File: config.mk
export PLATFORM = sky130hd
export DESIGN_NAME = sbrwd_top
export DESIGN_NICKNAME = d
export VERILOG_FILES = /design/src/hw/sbrwd_tick.v /design/src/hw/sbrwd_timer.v /design/src/hw/sbrwd_top.v
export VERILOG_INCLUDE_DIRS = /design/src /design/src/hw
export SDC_FILE = /design/constraint.sdc
export NUM_CORES = 1
export LEC_CHECK = 0
export ABC_AREA = 1
export BUFFER_PORTS_ARGS = -buffer_cell sky130_fd_sc_hd__buf_2
export CAP_MARGIN = 10
export CORE_MARGIN = 8
export CORE_UTILIZATION = 40
export DETAILED_ROUTE_END_ITERATION = 6
export RECOVER_POWER = 50
export SYNTH_ARGS = -nofsm -noshare
export SYNTH_HDL_FRONTEND = slang
export SYNTH_SLANG_ARGS = --single-unit
export TNS_END_PERCENT = 10
File: constraint.sdc
create_clock -name clk_sys_i -period 5.6 [get_ports clk_sys_i]
set_input_delay 0.84 -clock clk_sys_i [delete_from_list [all_inputs] [get_ports clk_sys_i]]
set_output_delay 0.84 -clock clk_sys_i [all_outputs]
set_load 0.05 [all_outputs]
File: src/hw/sbrwd_defines.vh
// register offsets, field positions, reset values and timing for the staged watchdog
// assumes inclusion by bare name from the watchdog design files
`ifndef SBRWD_DEFINES_VH
`define SBRWD_DEFINES_VH

// register byte offsets
`define SBRWD_A_CTRL 8'h00
`define SBRWD_A_STAGE 8'h04
`define SBRWD_A_CMD 8'h08
`define SBRWD_A_STAT 8'h0C
`define SBRWD_A_MASK 8'h10
`define SBRWD_A_STATE 8'h14

// control register fields
`define SBRWD_C_POST 2:0
`define SBRWD_C_STOP_UI 3
`define SBRWD_C_STOP_PW 4
`define SBRWD_C_MODE 6:5
`define SBRWD_C_DELAY 9:7
`define SBRWD_C_RESTART 10
`define SBRWD_CTRL_RST 11'h018

// stage register fields
`define SBRWD_S_EV1 1:0
`define SBRWD_S_EV2 3:2
`define SBRWD_S_EV3 5:4
`define SBRWD_S_TO1 9:6
`define SBRWD_S_TO2 13:10
`define SBRWD_S_TO3 17:14
`define SBRWD_STAGE_RST 18'h11101

// command bits
`define SBRWD_CMD_TRIG 0
`define SBRWD_CMD_ARM 1

// status bits
`define SBRWD_ST_POST 0
`define SBRWD_ST_ACPI 1
`define SBRWD_ST_RST 2
`define SBRWD_ST_PWR 3
`define SBRWD_ST_OFF 4
`define SBRWD_ST_W 5

// runtime modes
`define SBRWD_M_OFF 2'h0
`define SBRWD_M_ONCE 2'h1
`define SBRWD_M_SINGLE 2'h2
`define SBRWD_M_REPEAT 2'h3

// stage event codes
`define SBRWD_EV_NONE 2'h0
`define SBRWD_EV_ACPI 2'h1
`define SBRWD_EV_RST 2'h2
`define SBRWD_EV_PWR 2'h3

// timing: one second tick
`define SBRWD_TICK_NS 1000000000
`define SBRWD_CLK_NS 8

// selectable times in seconds
`define SBRWD_T_1S 12'h001
`define SBRWD_T_2S 12'h002
`define SBRWD_T_5S 12'h005
`define SBRWD_T_10S 12'h00A
`define SBRWD_T_30S 12'h01E
`define SBRWD_T_1M 12'h03C
`define SBRWD_T_2M 12'h078
`define SBRWD_T_5M 12'h12C
`define SBRWD_T_10M 12'h258
`define SBRWD_T_30M 12'h708

`endif

File: src/hw/sbrwd_tick.v
// free running one second tick generator
// assumes a synchronous active high reset
`timescale 1ns/1ps
module sbrwd_tick #(
   parameter TICK_CYCLES = 125000000
) (
   // clock and reset
   input wire clk_sys_i,
   input wire rst_i,
   // tick output
   output reg tick_o
);
   reg [26:0] cnt_q;

   always @(posedge clk_sys_i) begin
      if (rst_i) begin
         cnt_q <= 27'h0000000;
         tick_o <= 1'b0;
      end else if (cnt_q == TICK_CYCLES[26:0] - 27'h0000001) begin
         cnt_q <= 27'h0000000;
         tick_o <= 1'b1;
      end else begin
         cnt_q <= cnt_q + 27'h0000001;
         tick_o <= 1'b0;
      end
   end
endmodule // sbrwd_tick

File: src/hw/sbrwd_timer.v
// seconds down counter with load, run gate and expiry pulse
// assumes a one second tick pulse from the tick generator
`timescale 1ns/1ps
module sbrwd_timer (
   // clock and reset
   input wire clk_sys_i,
   input wire rst_i,
   // control
   input wire load_i,
   input wire [11:0] secs_i,
   input wire clear_i,
   input wire run_i,
   input wire tick_i,
   // status
   output wire [11:0] count_o,
   output reg expired_o
);
   reg [11:0] cnt_q;

   assign count_o = cnt_q;

   always @(posedge clk_sys_i) begin
      if (rst_i || clear_i) begin
         cnt_q <= 12'h000;
         expired_o <= 1'b0;
      end else if (load_i) begin
         cnt_q <= secs_i;
         expired_o <= 1'b0;
      end else if (run_i && tick_i && cnt_q != 12'h000) begin
         cnt_q <= cnt_q - 12'h001;
         expired_o <= (cnt_q == 12'h001);
      end else begin
         expired_o <= 1'b0;
      end
   end
endmodule // sbrwd_timer

File: src/hw/sbrwd_top.v
// staged boot and runtime watchdog: register port, boot watchdog, runtime stages, events
// assumes a 125 MHz clock, synchronous reset driven by system reset, boot phase inputs from firmware
//
// Operation
// RULE_01: boot timeout off, 30s up to 30min
// RULE_02: boot timer counts in POST, resets
// RULE_03: interaction option halts at popup or password
// RULE_04: password option halts at password prompt
// RULE_05: one-time mode disables on first trigger
// RULE_06: single mode runs each stage once
// RULE_07: repeated mode reruns last stage forever
// RULE_08: firmware arms runtime watchdog before OS
// RULE_09: selectable start delay before runtime activation
// RULE_10: stage one event always issued, never disabled
// RULE_11: stage two event selectable, disabled default
// RULE_12: stage three event selectable, disabled default
// RULE_13: stage timeouts 1s to 10min, 30s default
// RULE_14: shutdown action gives over-temperature notification
// RULE_15: restart action gives fatal error report
// RULE_16: stages run in order, trigger restarts
// RULE_17: reset returns idle, timers cleared
//
// The plain strobed port and the register offsets were left to the implementer.
`timescale 1ns/1ps
`include "sbrwd_defines.vh"
module sbrwd_top #(
   parameter TICK_CYCLES = `SBRWD_TICK_NS / `SBRWD_CLK_NS
) (
   // clock and reset
   input wire clk_sys_i,
   input wire rst_i,
   // register port
   input wire [7:0] reg_addr_i,
   input wire [31:0] reg_wdata_i,
   input wire reg_we_i,
   input wire reg_re_i,
   output reg [31:0] reg_rdata_o,
   // boot phase indications
   input wire post_active_i,
   input wire boot_popup_i,
   input wire setup_pwd_wait_i,
   input wire pwd_entry_i,
   // event outputs
   output reg sys_reset_o,
   output reg pwr_button_o,
   output reg acpi_overtemp_o,
   output reg acpi_fatal_o,
   output wire irq_o
);
   localparam ST_IDLE = 2'h0;
   localparam ST_DELAY = 2'h1;
   localparam ST_STAGE = 2'h2;
   localparam ST_DONE = 2'h3;

   // boot timeout selection to seconds
   function [11:0] post_secs;
      input [2:0] sel;
      begin
         case (sel)
            3'h1: post_secs = `SBRWD_T_30S;
            3'h2: post_secs = `SBRWD_T_1M;
            3'h3: post_secs = `SBRWD_T_2M;
            3'h4: post_secs = `SBRWD_T_5M;
            3'h5: post_secs = `SBRWD_T_10M;
            3'h6: post_secs = `SBRWD_T_30M;
            default: post_secs = 12'h000;
         endcase
      end
   endfunction

   // start delay selection to seconds
   function [11:0] delay_secs;
      input [2:0] sel;
      begin
         case (sel)
            3'h1: delay_secs = `SBRWD_T_10S;
            3'h2: delay_secs = `SBRWD_T_30S;
            3'h3: delay_secs = `SBRWD_T_1M;
            3'h4: delay_secs = `SBRWD_T_2M;
            3'h5: delay_secs = `SBRWD_T_5M;
            3'h6: delay_secs = `SBRWD_T_10M;
            3'h7: delay_secs = `SBRWD_T_30M;
            default: delay_secs = 12'h000;
         endcase
      end
   endfunction

   // stage timeout selection to seconds
   function [11:0] stage_secs;
      input [3:0] sel;
      begin
         case (sel)
            4'h0: stage_secs = `SBRWD_T_1S;
            4'h1: stage_secs = `SBRWD_T_2S;
            4'h2: stage_secs = `SBRWD_T_5S;
            4'h3: stage_secs = `SBRWD_T_10S;
            4'h5: stage_secs = `SBRWD_T_1M;
            4'h6: stage_secs = `SBRWD_T_2M;
            4'h7: stage_secs = `SBRWD_T_5M;
            4'h8: stage_secs = `SBRWD_T_10M;
            default: stage_secs = `SBRWD_T_30S;
         endcase
      end
   endfunction

   // configuration and status registers
   reg [10:0] ctrl_q;
   reg [17:0] stage_cfg_q;
   reg [`SBRWD_ST_W-1:0] stat_q;
   reg [`SBRWD_ST_W-1:0] stat_d;
   reg [`SBRWD_ST_W-1:0] mask_q;
   reg [1:0] rt_state_q;
   reg [1:0] rt_state_d;
   reg [1:0] stage_q;
   reg [1:0] stage_d;
   reg post_active_q;
   reg rt_load;
   reg [11:0] rt_secs;
   reg rt_clear;
   reg [1:0] fire_ev;
   reg fire;
   reg disarm_once;
   reg [1:0] cur_ev;
   reg [3:0] cur_to;
   reg [1:0] next_stage;
   reg has_next;
   reg [31:0] rdata_d;

   wire tick;
   wire post_expired;
   wire rt_expired;
   wire [11:0] post_count;
   wire [11:0] rt_count;
   wire wr_ctrl = reg_we_i && reg_addr_i == `SBRWD_A_CTRL;
   wire wr_stage = reg_we_i && reg_addr_i == `SBRWD_A_STAGE;
   wire wr_cmd = reg_we_i && reg_addr_i == `SBRWD_A_CMD;
   wire wr_stat = reg_we_i && reg_addr_i == `SBRWD_A_STAT;
   wire wr_mask = reg_we_i && reg_addr_i == `SBRWD_A_MASK;
   wire sw_trigger = wr_cmd && reg_wdata_i[`SBRWD_CMD_TRIG];
   wire sw_arm = wr_cmd && reg_wdata_i[`SBRWD_CMD_ARM];
   wire [1:0] rt_mode = ctrl_q[`SBRWD_C_MODE];
   wire [1:0] ev1 = stage_cfg_q[`SBRWD_S_EV1];
   wire [1:0] ev2 = stage_cfg_q[`SBRWD_S_EV2];
   wire [1:0] ev3 = stage_cfg_q[`SBRWD_S_EV3];

   // boot watchdog gating
   wire post_pause = (ctrl_q[`SBRWD_C_STOP_UI] && (boot_popup_i || setup_pwd_wait_i)) || // RULE_03
                     (ctrl_q[`SBRWD_C_STOP_PW] && pwd_entry_i); // RULE_04
   wire post_start = post_active_i && !post_active_q && ctrl_q[`SBRWD_C_POST] != 3'h0; // RULE_01
   wire post_run = post_active_i && !post_pause; // RULE_02

   sbrwd_tick #(
      .TICK_CYCLES(TICK_CYCLES)
   ) u_tick (
      .clk_sys_i(clk_sys_i),
      .rst_i(rst_i),
      .tick_o(tick)
   );

   sbrwd_timer u_post_timer (
      .clk_sys_i(clk_sys_i),
      .rst_i(rst_i),
      .load_i(post_start),
      .secs_i(post_secs(ctrl_q[`SBRWD_C_POST])), // RULE_01
      .clear_i(!post_active_i), // RULE_02
      .run_i(post_run),
      .tick_i(tick),
      .count_o(post_count),
      .expired_o(post_expired)
   );

   sbrwd_timer u_rt_timer (
      .clk_sys_i(clk_sys_i),
      .rst_i(rst_i),
      .load_i(rt_load),
      .secs_i(rt_secs),
      .clear_i(rt_clear),
      .run_i(rt_state_q == ST_DELAY || rt_state_q == ST_STAGE),
      .tick_i(tick),
      .count_o(rt_count),
      .expired_o(rt_expired)
   );

   // current stage selection and successor
   always @* begin
      case (stage_q)
         2'h0: begin
            cur_ev = (ev1 == `SBRWD_EV_NONE) ? `SBRWD_EV_ACPI : ev1; // RULE_10
            cur_to = stage_cfg_q[`SBRWD_S_TO1];
         end
         2'h1: begin
            cur_ev = ev2; // RULE_11
            cur_to = stage_cfg_q[`SBRWD_S_TO2];
         end
         default: begin
            cur_ev = ev3; // RULE_12
            cur_to = stage_cfg_q[`SBRWD_S_TO3];
         end
      endcase
      has_next = 1'b0;
      next_stage = stage_q;
      if (stage_q == 2'h0 && ev2 != `SBRWD_EV_NONE) begin // RULE_16
         has_next = 1'b1;
         next_stage = 2'h1;
      end else if (stage_q != 2'h2 && ev3 != `SBRWD_EV_NONE) begin // RULE_16
         has_next = 1'b1;
         next_stage = 2'h2;
      end
   end

   // runtime watchdog sequencing
   always @* begin
      rt_state_d = rt_state_q;
      stage_d = stage_q;
      rt_load = 1'b0;
      rt_secs = stage_secs(stage_cfg_q[`SBRWD_S_TO1]);
      rt_clear = 1'b0;
      fire = 1'b0;
      fire_ev = cur_ev;
      disarm_once = 1'b0;
      case (rt_state_q)
         ST_IDLE: begin
            if (sw_arm && rt_mode != `SBRWD_M_OFF) begin // RULE_08
               stage_d = 2'h0;
               rt_load = 1'b1;
               if (ctrl_q[`SBRWD_C_DELAY] != 3'h0) begin // RULE_09
                  rt_state_d = ST_DELAY;
                  rt_secs = delay_secs(ctrl_q[`SBRWD_C_DELAY]);
               end else begin
                  rt_state_d = ST_STAGE;
               end
            end
         end
         ST_DELAY: begin
            if (rt_expired) begin // RULE_09
               rt_state_d = ST_STAGE;
               stage_d = 2'h0;
               rt_load = 1'b1;
            end
         end
         ST_STAGE: begin
            if (sw_trigger && rt_mode == `SBRWD_M_ONCE) begin // RULE_05
               rt_state_d = ST_IDLE;
               rt_clear = 1'b1;
               disarm_once = 1'b1;
            end else if (sw_trigger) begin // RULE_16
               stage_d = 2'h0;
               rt_load = 1'b1;
            end else if (rt_expired) begin
               fire = 1'b1; // RULE_10
               if (has_next) begin // RULE_16
                  stage_d = next_stage;
                  rt_load = 1'b1;
                  case (next_stage)
                     2'h1: rt_secs = stage_secs(stage_cfg_q[`SBRWD_S_TO2]); // RULE_13
                     default: rt_secs = stage_secs(stage_cfg_q[`SBRWD_S_TO3]); // RULE_13
                  endcase
               end else if (rt_mode == `SBRWD_M_REPEAT) begin // RULE_07
                  rt_load = 1'b1;
                  rt_secs = stage_secs(cur_to);
               end else begin
                  rt_state_d = ST_DONE; // RULE_06
                  rt_clear = 1'b1;
               end
            end
         end
         ST_DONE: begin
            if (sw_arm && rt_mode != `SBRWD_M_OFF) begin
               rt_state_d = ST_IDLE;
            end
         end
         default: begin
            rt_state_d = ST_IDLE;
            rt_clear = 1'b1;
         end
      endcase
      if (rt_state_q != ST_IDLE && wr_ctrl && reg_wdata_i[6:5] == `SBRWD_M_OFF) begin
         rt_state_d = ST_IDLE;
         rt_clear = 1'b1;
         rt_load = 1'b0;
         fire = 1'b0;
      end
   end

   // sticky status, set wins over write-one clear
   always @* begin
      stat_d = stat_q;
      if (wr_stat) begin
         stat_d = stat_q & ~reg_wdata_i[`SBRWD_ST_W-1:0];
      end
      if (post_expired) begin
         stat_d[`SBRWD_ST_POST] = 1'b1;
      end
      if (fire && fire_ev == `SBRWD_EV_ACPI) begin
         stat_d[`SBRWD_ST_ACPI] = 1'b1;
      end
      if (fire && fire_ev == `SBRWD_EV_RST) begin
         stat_d[`SBRWD_ST_RST] = 1'b1;
      end
      if (fire && fire_ev == `SBRWD_EV_PWR) begin
         stat_d[`SBRWD_ST_PWR] = 1'b1;
      end
      if (disarm_once) begin
         stat_d[`SBRWD_ST_OFF] = 1'b1;
      end
   end

   // read mux
   always @* begin
      case (reg_addr_i)
         `SBRWD_A_CTRL: rdata_d = {21'h000000, ctrl_q};
         `SBRWD_A_STAGE: rdata_d = {14'h0000, stage_cfg_q};
         `SBRWD_A_STAT: rdata_d = {27'h0000000, stat_q};
         `SBRWD_A_MASK: rdata_d = {27'h0000000, mask_q};
         `SBRWD_A_STATE: rdata_d = {post_count, rt_count[11:0], 2'h0, post_active_i, post_pause,
                                    stage_q, rt_state_q};
         default: rdata_d = 32'h00000000;
      endcase
   end

   assign irq_o = |(stat_q & mask_q);

   // registers and event pulses
   always @(posedge clk_sys_i) begin
      if (rst_i) begin // RULE_17
         ctrl_q <= `SBRWD_CTRL_RST;
         stage_cfg_q <= `SBRWD_STAGE_RST; // RULE_13
         stat_q <= 5'h00;
         mask_q <= 5'h00;
         rt_state_q <= ST_IDLE;
         stage_q <= 2'h0;
         post_active_q <= 1'b0;
         reg_rdata_o <= 32'h00000000;
         sys_reset_o <= 1'b0;
         pwr_button_o <= 1'b0;
         acpi_overtemp_o <= 1'b0;
         acpi_fatal_o <= 1'b0;
      end else begin
         if (wr_ctrl) begin
            ctrl_q <= reg_wdata_i[10:0];
         end
         if (wr_stage) begin
            stage_cfg_q <= reg_wdata_i[17:0];
            if (reg_wdata_i[1:0] == `SBRWD_EV_NONE) begin
               stage_cfg_q[`SBRWD_S_EV1] <= `SBRWD_EV_ACPI; // RULE_10
            end
         end
         if (wr_mask) begin
            mask_q <= reg_wdata_i[`SBRWD_ST_W-1:0];
         end
         stat_q <= stat_d;
         rt_state_q <= rt_state_d;
         stage_q <= stage_d;
         post_active_q <= post_active_i;
         reg_rdata_o <= reg_re_i ? rdata_d : 32'h00000000;
         sys_reset_o <= post_expired || (fire && fire_ev == `SBRWD_EV_RST); // RULE_02
         pwr_button_o <= fire && fire_ev == `SBRWD_EV_PWR;
         acpi_overtemp_o <= fire && fire_ev == `SBRWD_EV_ACPI && !ctrl_q[`SBRWD_C_RESTART]; // RULE_14
         acpi_fatal_o <= fire && fire_ev == `SBRWD_EV_ACPI && ctrl_q[`SBRWD_C_RESTART]; // RULE_15
      end
   end
endmodule // sbrwd_top

==> results of run 1 <==
-- cells by family (layout without fill, tap and decap cells) --
| kind of cell | Yosys count | after routing |
|---|---|---|
| and+or+nand+nor | 589 | 589 |
| adders and majority gates | 10 | 10 |
| AOI/OAI and AO/OA | 198 | 198 |
| xor gates and xnor gates | 22 | 22 |
| buffers and inverters | 172 | 249 |
| DFF | 161 | 161 |
-- power by group through the flow --
stage	clock [µW]	combinational [µW]	sequential (µW)
after detailed placement	0	452	1210
after global placement	0	448	1210
after global routing	1290	507	1190
final	1220	458	1190
after floorplan	0	355	1190
after CTS	1230	454	1190
-- per-layer routing --
layer	vias to the layer above	global-route usage, %	wire (µm)
met3	20	4.50	1580
met4	2	3.81	223
met5	-	0	11
met2	215	29.6	10100
li1	3877	-	-
met1	3471	24.7	10700
-- layout make-up --
type | instances | area [µm²] | area share (%)
multi-input cells | 819 | 4110 | 44.9
flip-flops and latches | 161 | 3220 | 35.3
inverters | 146 | 548 | 6.00
clock buffers | 20 | 457 | 5.00
well taps | 270 | 338 | 3.70
repair buffers | 72 | 314 | 3.44
clock inverters | 11 | 154 | 1.68
-- through the flow --
step           power [µW]  hold WS (ps)  setup slack (ps)
6_report             2860           465              1830
3_5_place_dp         1660           452              2300
3_3_place_gp         1660           446              2340
5_1_grt              2990           482              1480
2_1_floorplan        1550           413              3350
4_1_cts              2870           466              2750
-- worst paths after layout --
check	startpoint	end	slack, ps
min	u_tick.cnt_q[0]$_SDFF_PP0_	u_tick.cnt_q[0]$_SDFF_PP0_	460
max	rst_i	u_tick.cnt_q[14]$_SDFF_PP0_	1830
min reg2reg	u_tick.cnt_q[0]$_SDFF_PP0_	u_tick.cnt_q[0]$_SDFF_PP0_	460
max reg2reg	stage_q[0]$_SDFFE_PP0P_	u_rt_timer.count_o[8]$_SDFFE_PP0P_	3090
-- synth_stat cells, drive strengths merged, types with 4 or more instances --
library cell	count
inv	145
o21a	4
o211ai	11
xor2	14
or2	5
nor3	39
dfxtp	161
nor3b	4
nand4	12
nor4	9
a21oi	70
xnor2	8
nand3	74
clkbuf	13
o21ai	78
nand2	280
buf	13
nor2	159
a31oi	12
ha	10
nand3b	4
o22ai	8
==> run metrics, run 1 <==
WP data arrival=4130 ps; crit end category=flip-flop; global route overflow=0; outcome=finished clean; post-synth top area cell=dfxtp_1; core area=0.0200 mm²; combinational fraction of design power=16.0%; Post-synth EDFFs=0; Reg power frac=41.5%; Routability Congestion=0.870; I/O Pins=85; TNS Setup=0 ps; initial antenna violation count=1; top cells by area, synth=dfxtp_1 40%, nand2_1 13%, nor2_1 6.8%, inv_1 6.4%, a21oi_1 4.4%; # setup viols final=0; Synth Area in Adders=1.56%; Synth top area share=40.2%; final instance area=0.00914 mm²; htree depth=4; Simple-Gate Fraction of Synth Area=33.5%; total internal power=2020 µW; CP max stage delay=1060 ps; FF+latch count, synth=161; Tightest Hold Check Type=reg -> reg; LEAKAGE=0.00384 µW; layout cells sized above 1=9.19%; RSZ-0062 raised after global routing=false; most frequent cells in the layout=272 x nand2_1, 161 x dfxtp_1, 146 x nor2_1; TritonCTS Buffers=17; vias in the first global route=6989; Routed WL per cell=15.1 µm; routed vias/inst=5.06; switching pwr=836 µW; wirelength, routed=22600 µm; main combinational cell family by area after synthesis=simple AND/OR/NAND/NOR gates; routed via count=7585; R2R depth=11; post-synthesis compound-gate area fraction=13.9%; Switching Fraction=29.2%; CTS resizes=0; XOR/XNOR share of the synthesized area=2.40%; Syn Nets=1210; commonest non-fill, non-tap cell in the layout=nand2_1; cell family with most CP delay=buffers and inverters; I/O Buffers=70; die height=158 µm; Inst Count DP=1468; Post-Synthesis Cells=1152; Fillers=2115; slowest cell on the critical path=clkbuf_1; fin crit share=67.3%; post-CTS setup buffers=0; mux contribution to synthesized area=0%; Clock Power Share=42.5%; P per Cell Area=313 mW/mm²; crit-path max FO=31; drt initial violations=383; async set-or-reset flop fraction in the synthesized netlist=0%; syn avg cell area=6.96 µm²; Relative slew margins=4.59%; Die Width=158 µm; CP Data Required Time=5960 ps; placed inst area=0.00859 mm²; final core area utilization=45.8%; CTS tree=done; Hold Path Stages=1; Tmin final=3770 ps; Main synth FF type=dfxtp_1; Worst-Skew Late Latency=430 ps; largest net degree at the start of global routing=32; sequential area share after synthesis=40.2%; antenna-violating nets left=0; Cell Area, Synth=0.00802 mm²; CTS Root Cell=clkbuf_16; clock sinks=161; HPWL Detailed=17100 µm; Netlist cell types=51; Site Rows=52; overall routing resource usage=18.5%; Max-Cap Viols=0; Worst Tran Pin Value=1430 ps; Antenna Cells=0; critical path depth=7; critical setup path kind=in -> reg; Slew Limit Fails=0; Buf+Inv Stages, Crit Path=4; fin nets=1275; startpoint types=input pin; drt first pass iters=7; VDD IR max=0.258 mV; first-pass GRT wire length=36100 µm; Area Growth Syn to Fin=13.9%; FMAX=0.265 GHz; worst path cell trace=clkbuf_1, inv_1, clkbuf_1, nand2_1, inv_1, o21ai_0, a21oi_1; Final Non-Filler Cells=1499; Hold Buf Count CTS=0; clock skew=11.2 ps; clock transition at the registers of the reported paths=60 ps; die area=0.0248 mm²; Initial Utilization=40.2%; # DRC=0; synth warn=0; Max Root-Sink Buffers=2; Final Hold Fails=0
(Power assumes the default switching activity.)
==> inputs of run 2 (changes only) <==
==> constraint.sdc (replaced) <==
create_clock -name clk_sys_i -period 3.3 [get_ports clk_sys_i]
set_input_delay 0.495 -clock clk_sys_i [delete_from_list [all_inputs] [get_ports clk_sys_i]]
set_output_delay 0.495 -clock clk_sys_i [all_outputs]
set_load 0.05 [all_outputs]
==> run metrics, run 2 (synthesized netlist as in run 1, its figures left out) <==
drt first pass iters=5 (-2); Final Non-Filler Cells=1509 (+0.67%); Final Hold Fails=0 (unchanged); Hold Buf Count CTS=0 (unchanged); Hold Path Stages=3 (+2); startpoint types=input pin; Max Root-Sink Buffers=2 (unchanged); slowest cell on the critical path=clkbuf_1; Register-to-Register Setup Slack=810 ps (-2280 ps); Min-Delay Endpoint=stage_cfg_q[0]$_SDFFE_PP1P_; wirelength, routed=22400 µm (-0.98%); I/O Buffers=70 (unchanged); Area Growth Syn to Fin=14.1% (about the same); clock skew=8.76 ps (-2.46 ps); crit end category=flip-flop; Tightest Hold Check Type=in -> reg; clock sinks=161 (unchanged); P per Cell Area=524 mW/mm² (+68%); CTS resizes=0 (unchanged); TritonCTS Buffers=17 (unchanged); antenna-violating nets left=0 (unchanged); Buf+Inv Stages, Crit Path=4 (unchanged); global route overflow=0 (unchanged); core area=0.0200 mm² (unchanged); initial antenna violation count=2 (+1); outcome=finished clean; Routability Congestion=0.886 (+1.9%); worst path cell trace=clkbuf_1, inv_1, clkbuf_1, nand2_1, clkbuf_1, a41oi_1; htree depth=4 (unchanged); RSZ-0062 raised after global routing=false; Site Rows=52 (unchanged); first-pass GRT wire length=35900 µm (-0.67%); largest net degree at the start of global routing=25 (-22%); CP Data Required Time=3540 ps (-2420 ps); die area=0.0248 mm² (unchanged); clock transition at the registers of the reported paths=70 ps (about the same); Multi-input gate area=0.00409 mm² (-0.46%); Final Power=4800 µW (+68%); final core area utilization=45.8% (about the same); fin nets=1283 (+0.63%); Slew Limit Fails=0 (unchanged); fin crit share=82.7%; LEAKAGE=0.00383 µW (-0.28%); HPWL Detailed=17200 µm (+0.32%); # DRC=0 (unchanged); hold path start=reg_wdata_i[0]; CP max stage delay=720 ps (-340 ps); # setup viols final=0 (unchanged); RR Endpoint=u_rt_timer.count_o[8]$_SDFFE_PP0P_; routed vias/inst=4.98 (-1.5%); WP data arrival=2960 ps (-1170 ps); Routed WL per cell=14.8 µm (-1.6%); layout cells sized above 1=9.29% (+0.095 points); crit-path max FO=19 (-39%); overall routing resource usage=18.2% (-0.20 points); Relative slew margins=24.5% (+20 points); Inst Count DP=1476 (+0.54%); CTS tree=done; post-CTS setup buffers=0 (unchanged); I/O Pins=85 (unchanged); CTS Root Cell=clkbuf_16; critical setup path kind=in -> reg; RR Startpoint=stage_q[1]$_SDFFE_PP0P_; R2R depth=9 (-2); FMAX=0.366 GHz; final instance area=0.00915 mm² (about the same); Die Width=158 µm (unchanged); TNS Setup=0 ps (unchanged); routed via count=7520 (-0.86%); commonest non-fill, non-tap cell in the layout=nand2_1; Fillers=2101 (-0.66%); drt initial violations=583 (+52%); placed inst area=0.00865 mm² (+0.70%); Initial Utilization=40.2% (unchanged); FF/Latch Area=0.00322 mm² (unchanged); most frequent cells in the layout=274 x nand2_1, 161 x dfxtp_1, 145 x nor2_1; Max-Cap Viols=0 (unchanged); Worst-Skew Late Latency=430 ps (about the same); cell family with most CP delay=buffers and inverters; VDD IR max=0.410 mV (+59%); Tmin final=2730 ps; die height=158 µm (unchanged); vias in the first global route=7041 (+0.74%); most frequent CP cell=clkbuf_1; Worst Tran Pin Value=1120 ps (-310 ps)
==> run 2: changes by cell type in the layout (fill, tap and decap cells not counted), sizes merged <==
cell / before / now
buf: 33 / 38
bufinv: 3 / 2
clkbuf: 59 / 63
clkinv: 5 / 3
clkinvlp: 2 / 5
diode: 0 / 1
==> run 2: where the power goes <==
group / switching (µW) / internal [µW]
combinational: 559 / 240
clock: 825 / 1160
sequential: 43.8 / 1970
total: 1430 / 3370
==> run 2: worst max path at each step <==
stage / endpoint / cells past startpoint / startpoint
final: reg_rdata_o[4]$_SDFF_PP0_ / 6 / rst_i
after global routing: reg_rdata_o[4]$_SDFF_PP0_ / 6 / rst_i
after CTS: u_rt_timer.count_o[8]$_SDFFE_PP0P_ / 9 / stage_q[1]$_SDFFE_PP0P_
after detailed placement: flip-flop / 13 / reg_addr_i[0]
after global placement: flip-flop / 13 / reg_addr_i[0]
after floorplan: stage_q[0]$_SDFFE_PP0P_ / 12 / reg_addr_i[5]
==> run 2: per-stage QoR <==
step | worst slack, ps | hold slack, ps
final | 571 | 301
after global routing | 425 | 309
after CTS | 859 | 288
after detailed placement | 627 | 451
after global placement | 658 | 444
after floorplan | 1400 | 413
==> run 2: per-layer routing <==
layer / GRT usage, % / up-vias / part of all wire (%)
li1: - / 3910 / -
met1: 24.5 / 3373 / 48
met2: 28.7 / 203 / 44
met3: 4.26 / 32 / 7.1
met4: 5.26 / 2 / 1.6
met5: 0 / - / 0.045
==> run 2: layout make-up <==
cell class	count	area share [%]
Tap cell	270	3.69
Multi-Input combinational cell	819	44.7
Clock inverter	11	1.41
Timing Repair Buffer	80	3.94
Clock buffer	21	5.03
Antenna cell	1	0.0274
Sequential cell	161	35.2
Inverter	146	5.99
==> run 2: tightest hold or removal path, cell delays in order <==
cell,delay (ps)
buf_2,80
o22ai_1,70
nand2_1,50
